--- config.mk ---
export PLATFORM = sky130hd
export DESIGN_NAME = spm_monitor
export DESIGN_NICKNAME = d
export VERILOG_FILES = /design/src/verilog/spm_pkg.sv /design/src/verilog/spm_monitor.sv /design/src/verilog/spm_sync.sv /design/src/verilog/spm_cmp.sv
export VERILOG_INCLUDE_DIRS = /design/src /design/src/verilog
export SDC_FILE = /design/constraint.sdc
export NUM_CORES = 2
export LEC_CHECK = 0
export BUFFER_PORTS_ARGS = -buffer_cell sky130_fd_sc_hd__buf_2
export CELL_PAD_IN_SITES_DETAIL_PLACEMENT = 1
export CELL_PAD_IN_SITES_GLOBAL_PLACEMENT = 1
export CORE_UTILIZATION = 23
export CTS_BUF_LIST = sky130_fd_sc_hd__clkbuf_4
export DETAILED_ROUTE_END_ITERATION = 10
export PLACE_DENSITY_LB_ADDON = 0.1
export SLEW_MARGIN = 20
export SYNTH_ARGS = -nofsm -noshare
export SYNTH_HDL_FRONTEND = slang
export SYNTH_SLANG_ARGS = --single-unit
--- constraint.sdc ---
create_clock -name clk_in -period 11.8 [get_ports clk_in]
set_input_delay 1.18 -clock clk_in [delete_from_list [all_inputs] [get_ports clk_in]]
set_output_delay 1.18 -clock clk_in [all_outputs]
set_load 0.05 [all_outputs]
--- src/verilog/spm_params.svh ---
`ifndef SPM_PARAMS_SVH
`define SPM_PARAMS_SVH

// Longest word the assembler holds, in bits
`define SPM_WORD_MAX      32
// Width of the bit and word counters inside a frame
`define SPM_CNT_W         16
// Width of the clock-idle counter, in sampling clock cycles
`define SPM_IDLE_W        24

// Index condition default range
`define SPM_IDX_LO_RST    16'h0001
`define SPM_IDX_HI_RST    16'hffff

// Frame-type enable positions and reset value
`define SPM_CLS_MOSI      0
`define SPM_CLS_MISO      1
`define SPM_CLS_BOTH      2
`define SPM_TYPE_EN_RST   3'h7

// Error-class enable positions and reset value
`define SPM_ERR_VOID      0
`define SPM_ERR_LEN       1
`define SPM_ERR_INC       2
`define SPM_ERR_EN_RST    3'h7

`endif

--- src/verilog/spm_pkg.sv ---
package spm_pkg;

   typedef enum logic [2:0] {
      SPM_OP_EQ,
      SPM_OP_NE,
      SPM_OP_LT,
      SPM_OP_LE,
      SPM_OP_GT,
      SPM_OP_GE,
      SPM_OP_IN,
      SPM_OP_OUT
   } spm_op_e;

   typedef enum logic [1:0] {
      SPM_TRG_SOF,
      SPM_TRG_EOF,
      SPM_TRG_MOSI,
      SPM_TRG_MISO
   } spm_trig_e;

endpackage

--- src/verilog/spm_monitor.sv ---
// What this block does
// Select mode: frame starts when select turns active, ends when it turns inactive.
// Idle mode: frame closes after clock idles the minimum time; next edge starts one.
// Idle framing never looks at the select line.
// A frame is successive words; a valid frame holds at least one whole word.
// Start-of-frame trigger fires as a new frame begins.
// End-of-frame trigger fires as the current frame ends.
// Main-out pattern trigger, only when a main-out line is assigned.
// Main-in pattern trigger, only when a main-in line is assigned.
// Bit search compares the pattern at every bit position of the frame.
// Word search compares the pattern only at word starts.
// Data trigger uses a selectable operator such as equal or greater.
// Skip a programmed count of bits or words before comparing.
// Frames tagged void, length error or incomplete; each class filter-selectable.
// Frames classed main-out, main-in or both; all enabled classes pass together.
// Field condition compares data with one or two patterns by operator.
// Index condition compares word index with one or two limits; default 1 to 65535.
// Clean frames pass on enabled type and field conditions; error frames pass on their error-class enable.
// Invert toggles every frame-type and error-class enable.
// Word length is configurable up to 32 bits.
// Select and each data line have their own active level.
// Words assemble most or least significant bit first.
// Polarity and phase choose the sampling edge; observed pair shares them.
// All pins are synchronised before edge detection; reset clears frame state.
`timescale 1ns/100ps
`default_nettype none
`include "spm_params.svh"

module spm_monitor
   import spm_pkg::*;
#(
   parameter int WORD_MAX = `SPM_WORD_MAX,
   parameter int CNT_W    = `SPM_CNT_W,
   parameter int IDLE_W   = `SPM_IDLE_W
) (
   // Clock and reset
   input  wire logic                clk_in,
   input  wire logic                rst_n_in,
   // Observed bus pins
   input  wire logic                sclk_in,
   input  wire logic                cs_in,
   input  wire logic                mosi_in,
   input  wire logic                miso_in,
   // Line setup
   input  wire logic                mosi_present_in,
   input  wire logic                miso_present_in,
   input  wire logic                cs_act_high_in,
   input  wire logic                mosi_act_high_in,
   input  wire logic                miso_act_high_in,
   input  wire logic                cpol_in,
   input  wire logic                cpha_in,
   input  wire logic                lsb_first_in,
   input  wire logic [5:0]          word_len_in,
   // Framing
   input  wire logic                frame_by_idle_in,
   input  wire logic [IDLE_W-1:0]   idle_cycles_in,
   // Trigger setup
   input  wire logic [1:0]          trig_type_in,
   input  wire logic                trig_word_aligned_in,
   input  wire logic [2:0]          trig_op_in,
   input  wire logic [WORD_MAX-1:0] trig_lo_in,
   input  wire logic [WORD_MAX-1:0] trig_hi_in,
   input  wire logic [CNT_W-1:0]    trig_skip_in,
   // Filter commands and setup
   input  wire logic                filt_load_in,
   input  wire logic                filt_reset_in,
   input  wire logic                filt_invert_in,
   input  wire logic [2:0]          type_en_in,
   input  wire logic [2:0]          err_en_in,
   input  wire logic [CNT_W-1:0]    idx_lo_in,
   input  wire logic [CNT_W-1:0]    idx_hi_in,
   input  wire logic [1:0]          field_en_in,
   input  wire logic [2:0]          fld_op_in,
   input  wire logic [WORD_MAX-1:0] fld_lo_in,
   input  wire logic [WORD_MAX-1:0] fld_hi_in,
   input  wire logic [2:0]          idx_op_in,
   // Events
   output logic                     trigger_out,
   output logic                     frame_start_out,
   output logic                     frame_end_out,
   // Assembled words
   output logic                     word_valid_out,
   output logic [WORD_MAX-1:0]      mosi_word_out,
   output logic [WORD_MAX-1:0]      miso_word_out,
   output logic [CNT_W-1:0]         word_index_out,
   // Frame result
   output logic                     frame_done_out,
   output logic                     frame_pass_out,
   output logic [2:0]               frame_err_out,
   output logic [2:0]               frame_class_out,
   output logic [CNT_W-1:0]         frame_words_out,
   // Filter enable state
   output logic [2:0]               type_en_out,
   output logic [2:0]               err_en_out,
   output logic [CNT_W-1:0]         idx_lo_out,
   output logic [CNT_W-1:0]         idx_hi_out
);

   localparam logic [5:0] WL_MAX = 6'(WORD_MAX);

   logic [3:0]          pins_s;
   logic                sclk_d;
   logic                in_frame;
   logic [1:0]          warm;
   logic [IDLE_W-1:0]   idle_cnt;
   logic [5:0]          bit_cnt;
   logic [CNT_W-1:0]    tot_bits;
   logic [CNT_W-1:0]    words;
   logic [WORD_MAX-1:0] acc_m;
   logic [WORD_MAX-1:0] acc_s;
   logic [WORD_MAX-1:0] win_m;
   logic [WORD_MAX-1:0] win_s;
   logic                fhit_m;
   logic                fhit_s;
   logic                trg_match;
   logic                fm_match;
   logic                fs_match;
   logic                idx_match;

   spm_sync #(
      .W (4)
   ) u_sync (
      .clk_in   (clk_in),
      .rst_n_in (rst_n_in),
      .d_in     ({sclk_in, cs_in, mosi_in, miso_in}),
      .q_out    (pins_s)
   );

   // Line levels after the active-level setting
   wire sclk_s = pins_s[3];
   wire cs_act = pins_s[2] ~^ cs_act_high_in;
   wire mosi_b = pins_s[1] ~^ mosi_act_high_in;
   wire miso_b = pins_s[0] ~^ miso_act_high_in;

   // Clock edges; rising edge samples when polarity equals phase
   wire rise      = sclk_s & ~sclk_d;
   wire fall      = ~sclk_s & sclk_d;
   wire any_edge  = rise | fall;
   wire samp_edge = (cpol_in ~^ cpha_in) ? rise : fall;

   // Word length clamped to 1..WORD_MAX
   wire [5:0] wl = (word_len_in == 6'h00) ? 6'h01 :
                   (word_len_in > WL_MAX) ? WL_MAX : word_len_in;
   wire [5:0] wl_m1 = wl - 6'h01;
   wire [5:0] sh_amt = WL_MAX - wl;
   wire [WORD_MAX-1:0] wmask = {WORD_MAX{1'b1}} >> sh_amt;

   // Frame delimiting; the idle path never reads the select line
   wire idle_hit = idle_cnt >= idle_cycles_in;
   wire start_ev = &warm & ~in_frame & (frame_by_idle_in ? any_edge : cs_act);
   wire end_ev   = frame_by_idle_in ? (in_frame & ~any_edge & idle_hit) : (in_frame & ~cs_act);
   wire take     = samp_edge & (in_frame | start_ev) & ~end_ev;

   // Counters restart on the cycle a frame starts, so a bit on that edge is kept
   wire [5:0]          b_bit   = start_ev ? 6'h00 : bit_cnt;
   wire [CNT_W-1:0]    b_tot   = start_ev ? '0 : tot_bits;
   wire [CNT_W-1:0]    b_words = start_ev ? '0 : words;
   wire [WORD_MAX-1:0] b_acc_m = start_ev ? '0 : acc_m;
   wire [WORD_MAX-1:0] b_acc_s = start_ev ? '0 : acc_s;
   wire [WORD_MAX-1:0] b_win_m = start_ev ? '0 : win_m;
   wire [WORD_MAX-1:0] b_win_s = start_ev ? '0 : win_s;
   wire                b_fh_m  = start_ev ? 1'b0 : fhit_m;
   wire                b_fh_s  = start_ev ? 1'b0 : fhit_s;

   wire word_done = take & (b_bit == wl_m1);

   wire [WORD_MAX-1:0] one_m = {{(WORD_MAX-1){1'b0}}, mosi_b};
   wire [WORD_MAX-1:0] one_s = {{(WORD_MAX-1){1'b0}}, miso_b};

   // Word assembly in either bit order
   wire [WORD_MAX-1:0] next_acc_m = lsb_first_in ? (b_acc_m | (one_m << b_bit))
                                                 : {b_acc_m[WORD_MAX-2:0], mosi_b};
   wire [WORD_MAX-1:0] next_acc_s = lsb_first_in ? (b_acc_s | (one_s << b_bit))
                                                 : {b_acc_s[WORD_MAX-2:0], miso_b};

   // Sliding window of the last wl bits for the bit-granular search
   wire [WORD_MAX-1:0] next_win_m = lsb_first_in ? {mosi_b, b_win_m[WORD_MAX-1:1]}
                                                 : {b_win_m[WORD_MAX-2:0], mosi_b};
   wire [WORD_MAX-1:0] next_win_s = lsb_first_in ? {miso_b, b_win_s[WORD_MAX-1:1]}
                                                 : {b_win_s[WORD_MAX-2:0], miso_b};
   wire [WORD_MAX-1:0] wv_m = lsb_first_in ? (next_win_m >> sh_amt) : (next_win_m & wmask);
   wire [WORD_MAX-1:0] wv_s = lsb_first_in ? (next_win_s >> sh_amt) : (next_win_s & wmask);

   wire [5:0]       next_bit   = word_done ? 6'h00 : b_bit + 6'h01;
   wire [CNT_W-1:0] next_tot   = (&b_tot) ? b_tot : b_tot + CNT_W'(1);
   wire [CNT_W-1:0] next_words = (word_done && !(&b_words)) ? b_words + CNT_W'(1) : b_words;
   wire [CNT_W-1:0] word_idx   = b_words + CNT_W'(1);

   // Trigger data selection and position check
   wire trg_on_miso = (trig_type_in == SPM_TRG_MISO);
   wire trg_data    = ((trig_type_in == SPM_TRG_MOSI) & mosi_present_in) |
                      (trg_on_miso & miso_present_in);
   wire [WORD_MAX-1:0] word_sel = trg_on_miso ? next_acc_s : next_acc_m;
   wire [WORD_MAX-1:0] win_sel  = trg_on_miso ? wv_s : wv_m;
   wire [WORD_MAX-1:0] trg_val  = trig_word_aligned_in ? word_sel : win_sel;
   wire [CNT_W:0]      need     = (CNT_W+1)'(trig_skip_in) + (CNT_W+1)'(wl);
   wire bit_pos_ok  = {1'b0, next_tot} >= need;
   wire word_pos_ok = word_done & (b_words >= trig_skip_in);
   wire pos_ok      = trig_word_aligned_in ? word_pos_ok : bit_pos_ok;
   wire data_hit    = take & trg_data & pos_ok & trg_match;
   wire trig_fire   = ((trig_type_in == SPM_TRG_SOF) & start_ev) |
                      ((trig_type_in == SPM_TRG_EOF) & end_ev) |
                      data_hit;

   spm_cmp #(
      .W (WORD_MAX)
   ) u_trg_cmp (
      .op_in     (trig_op_in),
      .val_in    (trg_val),
      .lo_in     (trig_lo_in),
      .hi_in     (trig_hi_in),
      .match_out (trg_match)
   );

   // Field conditions: a word whose index and value both match sets the hit
   spm_cmp #(
      .W (WORD_MAX)
   ) u_fm_cmp (
      .op_in     (fld_op_in),
      .val_in    (next_acc_m),
      .lo_in     (fld_lo_in),
      .hi_in     (fld_hi_in),
      .match_out (fm_match)
   );

   spm_cmp #(
      .W (WORD_MAX)
   ) u_fs_cmp (
      .op_in     (fld_op_in),
      .val_in    (next_acc_s),
      .lo_in     (fld_lo_in),
      .hi_in     (fld_hi_in),
      .match_out (fs_match)
   );

   spm_cmp #(
      .W (CNT_W)
   ) u_idx_cmp (
      .op_in     (idx_op_in),
      .val_in    (word_idx),
      .lo_in     (idx_lo_out),
      .hi_in     (idx_hi_out),
      .match_out (idx_match)
   );

   wire next_fh_m = b_fh_m | (word_done & mosi_present_in & idx_match & fm_match);
   wire next_fh_s = b_fh_s | (word_done & miso_present_in & idx_match & fs_match);

   // Frame classification from the assigned data lines
   wire [2:0] cls;
   assign cls[`SPM_CLS_MOSI] = mosi_present_in & ~miso_present_in;
   assign cls[`SPM_CLS_MISO] = miso_present_in & ~mosi_present_in;
   assign cls[`SPM_CLS_BOTH] = mosi_present_in & miso_present_in;

   // Error classes judged on the state before the closing cycle
   wire partial = bit_cnt != 6'h00;
   wire no_word = words == '0;
   wire [2:0] err;
   assign err[`SPM_ERR_VOID] = no_word & ~partial;
   assign err[`SPM_ERR_INC]  = no_word & partial;
   assign err[`SPM_ERR_LEN]  = ~no_word & partial;

   // Error frames pass on their class enable; clean frames on type and fields
   wire fld_ok = (~field_en_in[0] | fhit_m) & (~field_en_in[1] | fhit_s);
   wire pass   = (|err) ? |(err & err_en_out)
                        : (|(cls & type_en_out) & fld_ok);

   // Framing state
   always_ff @(posedge clk_in or negedge rst_n_in) begin
      if (!rst_n_in) begin
         sclk_d   <= 1'b0;
         in_frame <= 1'b0;
         idle_cnt <= '0;
         warm     <= 2'h0;
      end else begin
         sclk_d   <= sclk_s;
         warm     <= warm + {1'b0, ~&warm};
         in_frame <= start_ev | (in_frame & ~end_ev);
         if (any_edge || !in_frame)
            idle_cnt <= '0;
         else if (!idle_hit)
            idle_cnt <= idle_cnt + IDLE_W'(1);
      end
   end

   // Bit and word collection, cleared at reset and at every frame start
   always_ff @(posedge clk_in or negedge rst_n_in) begin
      if (!rst_n_in) begin
         bit_cnt  <= 6'h00;
         tot_bits <= '0;
         words    <= '0;
         acc_m    <= '0;
         acc_s    <= '0;
         win_m    <= '0;
         win_s    <= '0;
         fhit_m   <= 1'b0;
         fhit_s   <= 1'b0;
      end else if (take) begin
         bit_cnt  <= next_bit;
         tot_bits <= next_tot;
         words    <= next_words;
         acc_m    <= word_done ? '0 : next_acc_m;
         acc_s    <= word_done ? '0 : next_acc_s;
         win_m    <= next_win_m;
         win_s    <= next_win_s;
         fhit_m   <= next_fh_m;
         fhit_s   <= next_fh_s;
      end else if (start_ev) begin
         bit_cnt  <= 6'h00;
         tot_bits <= '0;
         words    <= '0;
         acc_m    <= '0;
         acc_s    <= '0;
         win_m    <= '0;
         win_s    <= '0;
         fhit_m   <= 1'b0;
         fhit_s   <= 1'b0;
      end
   end

   // Filter enables; reset beats load, load beats invert
   always_ff @(posedge clk_in or negedge rst_n_in) begin
      if (!rst_n_in) begin
         type_en_out <= `SPM_TYPE_EN_RST;
         err_en_out  <= `SPM_ERR_EN_RST;
         idx_lo_out  <= `SPM_IDX_LO_RST;
         idx_hi_out  <= `SPM_IDX_HI_RST;
      end else if (filt_reset_in) begin
         type_en_out <= `SPM_TYPE_EN_RST;
         err_en_out  <= `SPM_ERR_EN_RST;
         idx_lo_out  <= `SPM_IDX_LO_RST;
         idx_hi_out  <= `SPM_IDX_HI_RST;
      end else if (filt_load_in) begin
         type_en_out <= type_en_in;
         err_en_out  <= err_en_in;
         idx_lo_out  <= idx_lo_in;
         idx_hi_out  <= idx_hi_in;
      end else if (filt_invert_in) begin
         type_en_out <= ~type_en_out;
         err_en_out  <= ~err_en_out;
      end
   end

   // Event and word outputs
   always_ff @(posedge clk_in or negedge rst_n_in) begin
      if (!rst_n_in) begin
         trigger_out     <= 1'b0;
         frame_start_out <= 1'b0;
         frame_end_out   <= 1'b0;
         word_valid_out  <= 1'b0;
         mosi_word_out   <= '0;
         miso_word_out   <= '0;
         word_index_out  <= '0;
      end else begin
         trigger_out     <= trig_fire;
         frame_start_out <= start_ev;
         frame_end_out   <= end_ev;
         word_valid_out  <= word_done;
         if (word_done) begin
            mosi_word_out  <= next_acc_m;
            miso_word_out  <= next_acc_s;
            word_index_out <= word_idx;
         end
      end
   end

   // Frame done pulse, and the frame result held until the next frame closes
   always_ff @(posedge clk_in or negedge rst_n_in) begin
      if (!rst_n_in) begin
         frame_done_out  <= 1'b0;
         frame_pass_out  <= 1'b0;
         frame_err_out   <= 3'h0;
         frame_class_out <= 3'h0;
         frame_words_out <= '0;
      end else begin
         frame_done_out <= end_ev;
         if (end_ev) begin
            frame_pass_out  <= pass;
            frame_err_out   <= err;
            frame_class_out <= cls;
            frame_words_out <= words;
         end
      end
   end

endmodule

`default_nettype wire

--- src/verilog/spm_sync.sv ---
`timescale 1ns/100ps
`default_nettype none

module spm_sync #(
   parameter int W = 4
) (
   // Clock and reset
   input  wire logic         clk_in,
   input  wire logic         rst_n_in,
   // Asynchronous inputs and their synchronised copies
   input  wire logic [W-1:0] d_in,
   output logic      [W-1:0] q_out
);

   genvar i;
   generate
      for (i = 0; i < W; i = i + 1) begin : g_bit
         logic meta;
         always_ff @(posedge clk_in or negedge rst_n_in) begin
            if (!rst_n_in) begin
               meta     <= 1'b0;
               q_out[i] <= 1'b0;
            end else begin
               meta     <= d_in[i];
               q_out[i] <= meta;
            end
         end
      end
   endgenerate

endmodule

`default_nettype wire

--- src/verilog/spm_cmp.sv ---
`timescale 1ns/100ps
`default_nettype none

module spm_cmp
   import spm_pkg::*;
#(
   parameter int W = 32
) (
   // Operator and operands
   input  wire logic [2:0]   op_in,
   input  wire logic [W-1:0] val_in,
   input  wire logic [W-1:0] lo_in,
   input  wire logic [W-1:0] hi_in,
   // Result
   output logic              match_out
);

   spm_op_e op;
   wire     in_rng;

   assign op     = spm_op_e'(op_in);
   assign in_rng = (val_in >= lo_in) && (val_in <= hi_in);

   // Single-value operators use lo only; range operators use both limits
   assign match_out = (op == SPM_OP_EQ)  ? (val_in == lo_in) :
                      (op == SPM_OP_NE)  ? (val_in != lo_in) :
                      (op == SPM_OP_LT)  ? (val_in <  lo_in) :
                      (op == SPM_OP_LE)  ? (val_in <= lo_in) :
                      (op == SPM_OP_GT)  ? (val_in >  lo_in) :
                      (op == SPM_OP_GE)  ? (val_in >= lo_in) :
                      (op == SPM_OP_IN)  ? in_rng :
                                           !in_rng;

endmodule

`default_nettype wire

==> flow_summary.yaml <==
finish:
  register_area_mm2: 0.008762
  nFillCells: 15580
  num-nets-final: 4467
  syn_to_final_growth_pct: 17.81
  fin_area_mm2: 0.03550
  fin_cells: 5764
  multiInputGateArea_mm2: 0.01955
  drive_above_1_share: 0.2080
  final_util: 0.2735
job:
  max-cap-violations: 0
grt:
  use_met1: 0.3011
  first_global_vias: 30880
  antenna_found_initial: 19
  grt_busiest_layer: "met2"
  grtUsageMet3: 0.04211
  grt_pass1_wl_um: 219200
  grt-ovfl-total: 0
  grt_max_degree: 122
  grt_use_total: 0.2240
  met2_usage: 0.3646
drt:
  detail-route-antenna-nets: 0
  drc: 0
  wl_um: 149800
  dr.pass1.iters: 5
  drtIter0Drc: 1888
  via_count: 29670
  wl_per_cell_um: 25.99
  viasPerCell: 5.147
clocking:
  clkTransAtPathRegs_ns: 0.07
  root_buffer: "clkbuf_4"
  cts.sinks: 349
  clk_latency_ns: 1.12
  cts_made_buffers: 112
  cts_tree: "built"
  cts_max_path_buffers: 3
  htreeDepth: 3
  cts_resized: 0
die:
  num_rows: 132
  die_h_um: 363.9
  die-area_mm2: 0.1325
  initial_core_util: 0.2321
  io_pins: 390
  core_area_mm2: 0.1298
  die_width_um: 363.9
timing:
  tns_ns: 0
  drv_slew: 0
  hold_viol_final: 0
  worstMarginPinSlew_ns: 1.142
  min_period_ns: 7.109
  finalSetupViolCount: 0
  clock_skew_ns: 0.09739
  timing.hold.ws_ns: 0.2073
  timing.final.ws_setup_ns: 4.691
  post-route-period-util: 0.6024
  max_freq_mhz: 140.7
  rsz0062_at_grt: "false"
  slew_headroom: 0.2293
synthesis:
  synth_cell_types: 90
  async_flop_share: 1.000
  ys_seq_area_frac: 0.2908
  yosys_register_bits: 349
  synth_area_leaders: "dfrtp_1 27%, ha_1 12%, mux2i_1 5.1%, nand2_1 4.6%, o21ai_0 4.3%"
  synth_area_mm2: 0.03013
  synth_top_area_frac: 0.2707
  synth_nets: 4114
  syn_avg_cell_area_um2: 8.431
  syn_inst: 3574
  yosys_warnings: 0
  ys.flop_type: "dfrtp_1"
  synth_largest_area_cell: "dfrtp_1"
  synth_edf_count: 0
placed_design:
  port-buffer-count: 389
  finalWeightedCongestion: 0.9193
  dp_hpwl_um: 115600
  dp_slack_ns: 3.781
  dpl_cell_area_mm2: 0.03400
  place_inst: 5553
worst_setup_path:
  reg2reg_from: "u_sync.q_out[2]"
  cp_max_fo: 55
  timing.rr.end: "trigger_out"
  cp_cell_sequence: "xnor2_1 > o211ai_4 > buf_4 > buf_4 > nand3_1 > o21ai_0 > nand2_1 > o21ai_0 > mux2i_1 > a221oi_1 > ha_1 > nand2_1 > nor2_1 > a2111oi_0 > a31oi_1 > nor4b_1 > a21oi_1 > and4_1 > o31ai_1"
  crit_type: "reg2reg"
  slowest_delay_ns: 0.83
  cp-start-kind: "flip-flop"
  arrival_ns: 8.07
  reg2reg_slack_ns: 4.69
  crit_required_ns: 12.76
  rr_worst_depth: 19
  slowest_stage: "a221oi_1"
  cp-end-kind: "flip-flop"
min_path:
  min_delay_path_depth: 1
  hold_path.class: "in2reg"
  hold_start: "miso_in"
  min_to: "u_sync.g_bit[0].meta"
outcome:
  status: "completed"
power:
  total_power_mw: 5.175
  peakVddDrop_mv: 0.09191
  pwr_density_cell_mw_per_mm2: 145.8
  p_leak_nw: 17.11
## cell usage in the layout (no fill, tap or decap), types with 11 or more instances in the layout
cell type | netlist | routed
nand2_1 | 368 | 367
a21o_1 | 25 | 25
clkinv_1 | 2 | 22
a22oi_1 | 13 | 13
o211ai_1 | 61 | 61
mux2i_1 | 154 | 154
o21a_1 | 21 | 21
dfstp_2 | 23 | 23
and3_1 | 18 | 18
nand4_1 | 74 | 74
o22ai_1 | 40 | 40
mux4_2 | 45 | 45
o31ai_1 | 15 | 15
a32oi_1 | 13 | 13
and2_1 | 23 | 22
buf_4 | 1 | 62
buf_2 | 38 | 387
xnor2_1 | 58 | 56
clkbuf_4 | 0 | 168
or3_1 | 13 | 13
a31oi_1 | 20 | 20
dfrtp_1 | 326 | 326
a211oi_1 | 85 | 85
nand3_1 | 125 | 124
nor3_1 | 53 | 51
xor2_1 | 47 | 46
a221oi_1 | 19 | 18
or2_2 | 11 | 11
nor2_1 | 296 | 296
nand2b_1 | 16 | 16
nor2b_1 | 30 | 30
nor4_1 | 26 | 26
a21oi_1 | 192 | 191
o21ai_0 | 258 | 257
diode_2 | 0 | 13
ha_1 | 295 | 295
inv_1 | 290 | 289
and4_1 | 15 | 15
mux2_2 | 95 | 95
## worst max path at each step
stage	end	cells past startpoint	slack [ns]	start
2_1_floorplan	trigger_out	24	5.12	word_len_in[3]
3_3_place_gp	trigger_out	21	3.99	word_len_in[5]
3_5_place_dp	trigger_out	20	3.78	cs_act_high_in
4_1_cts	trigger_out	19	4.67	u_sync.q_out[2]
5_1_grt	trigger_out	21	4.23	u_sync.q_out[3]
6_report	trigger_out	19	4.69	u_sync.q_out[2]
## timing repair
action / CTS / global route
setup buffers: 0 / 0
endpoints found under the hold margin: 3 / 0
hold buffers: 1 / 0
setup endpoints to repair: 0 / 0
## layout make-up
cell class / count / share of cell area
clock buffers: 168 / 0.03553
diodes: 13 / 0.0009164
inverters: 293 / 0.03105
clock inverters: 28 / 0.004864
multi-input cells: 2719 / 0.5506
repair buffers: 452 / 0.06880
flip-flops and latches: 349 / 0.2468
well taps: 1742 / 0.06140
## worst max-delay path: cells and delay by family (launching register included)
| family | cells | cell delay, ns |
|---|---|---|
| flip-flops | 1 | 0.43 |
| adder cells (fa/ha/maj) | 1 | 0.39 |
| buffers and inverters | 2 | 1.19 |
| AO/OA/AOI/OAI | 8 | 3.04 |
| multiplexers | 1 | 0.34 |
| XOR/XNOR | 1 | 0.23 |
| AND/OR/NAND/NOR | 6 | 1.37 |
## cell families after synthesis
family          after synthesis  synth area share
buf+inv                     506           0.06474
flops                       349            0.2908
xor+xnor                    105           0.03052
fa+ha+maj                   296            0.1232
compound gates              910            0.1970
mux                         294            0.1203
simple gates               1114            0.1735
## synthesized netlist by cell type (15+ instances only)
| library cell | n |
|---|---|
| nor3_1 | 53 |
| mux2_2 | 95 |
| o22ai_1 | 40 |
| and3_1 | 18 |
| buf_2 | 38 |
| nand2_1 | 368 |
| ha_1 | 295 |
| a221oi_1 | 19 |
| mux4_2 | 45 |
| mux2i_1 | 154 |
| and4_1 | 15 |
| nand3_1 | 125 |
| a21oi_1 | 192 |
| dfstp_2 | 23 |
| nand2b_1 | 16 |
| nor2_1 | 296 |
| xnor2_1 | 58 |
| and2_1 | 23 |
| xor2_1 | 47 |
| clkbuf_1 | 148 |
| nor4_1 | 26 |
| inv_1 | 290 |
| a21o_1 | 25 |
| o21ai_0 | 258 |
| dfrtp_1 | 326 |
| o211ai_1 | 61 |
| nor2b_1 | 30 |
| buf_1 | 26 |
| a211oi_1 | 85 |
| nand4_1 | 74 |
| o21a_1 | 21 |
| o31ai_1 | 15 |
| a31oi_1 | 20 |
## flip-flops by register name, summed over array words and instances (netlist names), 4 cells and up
name and flops:
idx_lo_out 16, win_m 32, u_sync.q_out 4, words 16
win_s 32, acc_s 32, bit_cnt 6, idx_hi_out 16
idle_cnt 24, frame_words_out 16, tot_bits 16, acc_m 32
u_sync.g_bit.meta 4, word_index_out 16, miso_word_out 32, mosi_word_out 32
## metal layers
| metal | vias to the layer above | part of all wire |
|---|---|---|
| met5 | - | 0.00041 |
| met4 | 10 | 0.025 |
| met3 | 197 | 0.053 |
| met2 | 849 | 0.46 |
| met1 | 14820 | 0.46 |
| li1 | 13800 | - |
## report_power, final
part           total (mW)  internal, mW  switching, mW
Clock                1.33         0.671          0.662
Combinational        2.28         0.729           1.55
Sequential           1.56          1.35          0.208
Total                5.17          2.75           2.42
Note: power is estimated with default switching activity, not from simulation.
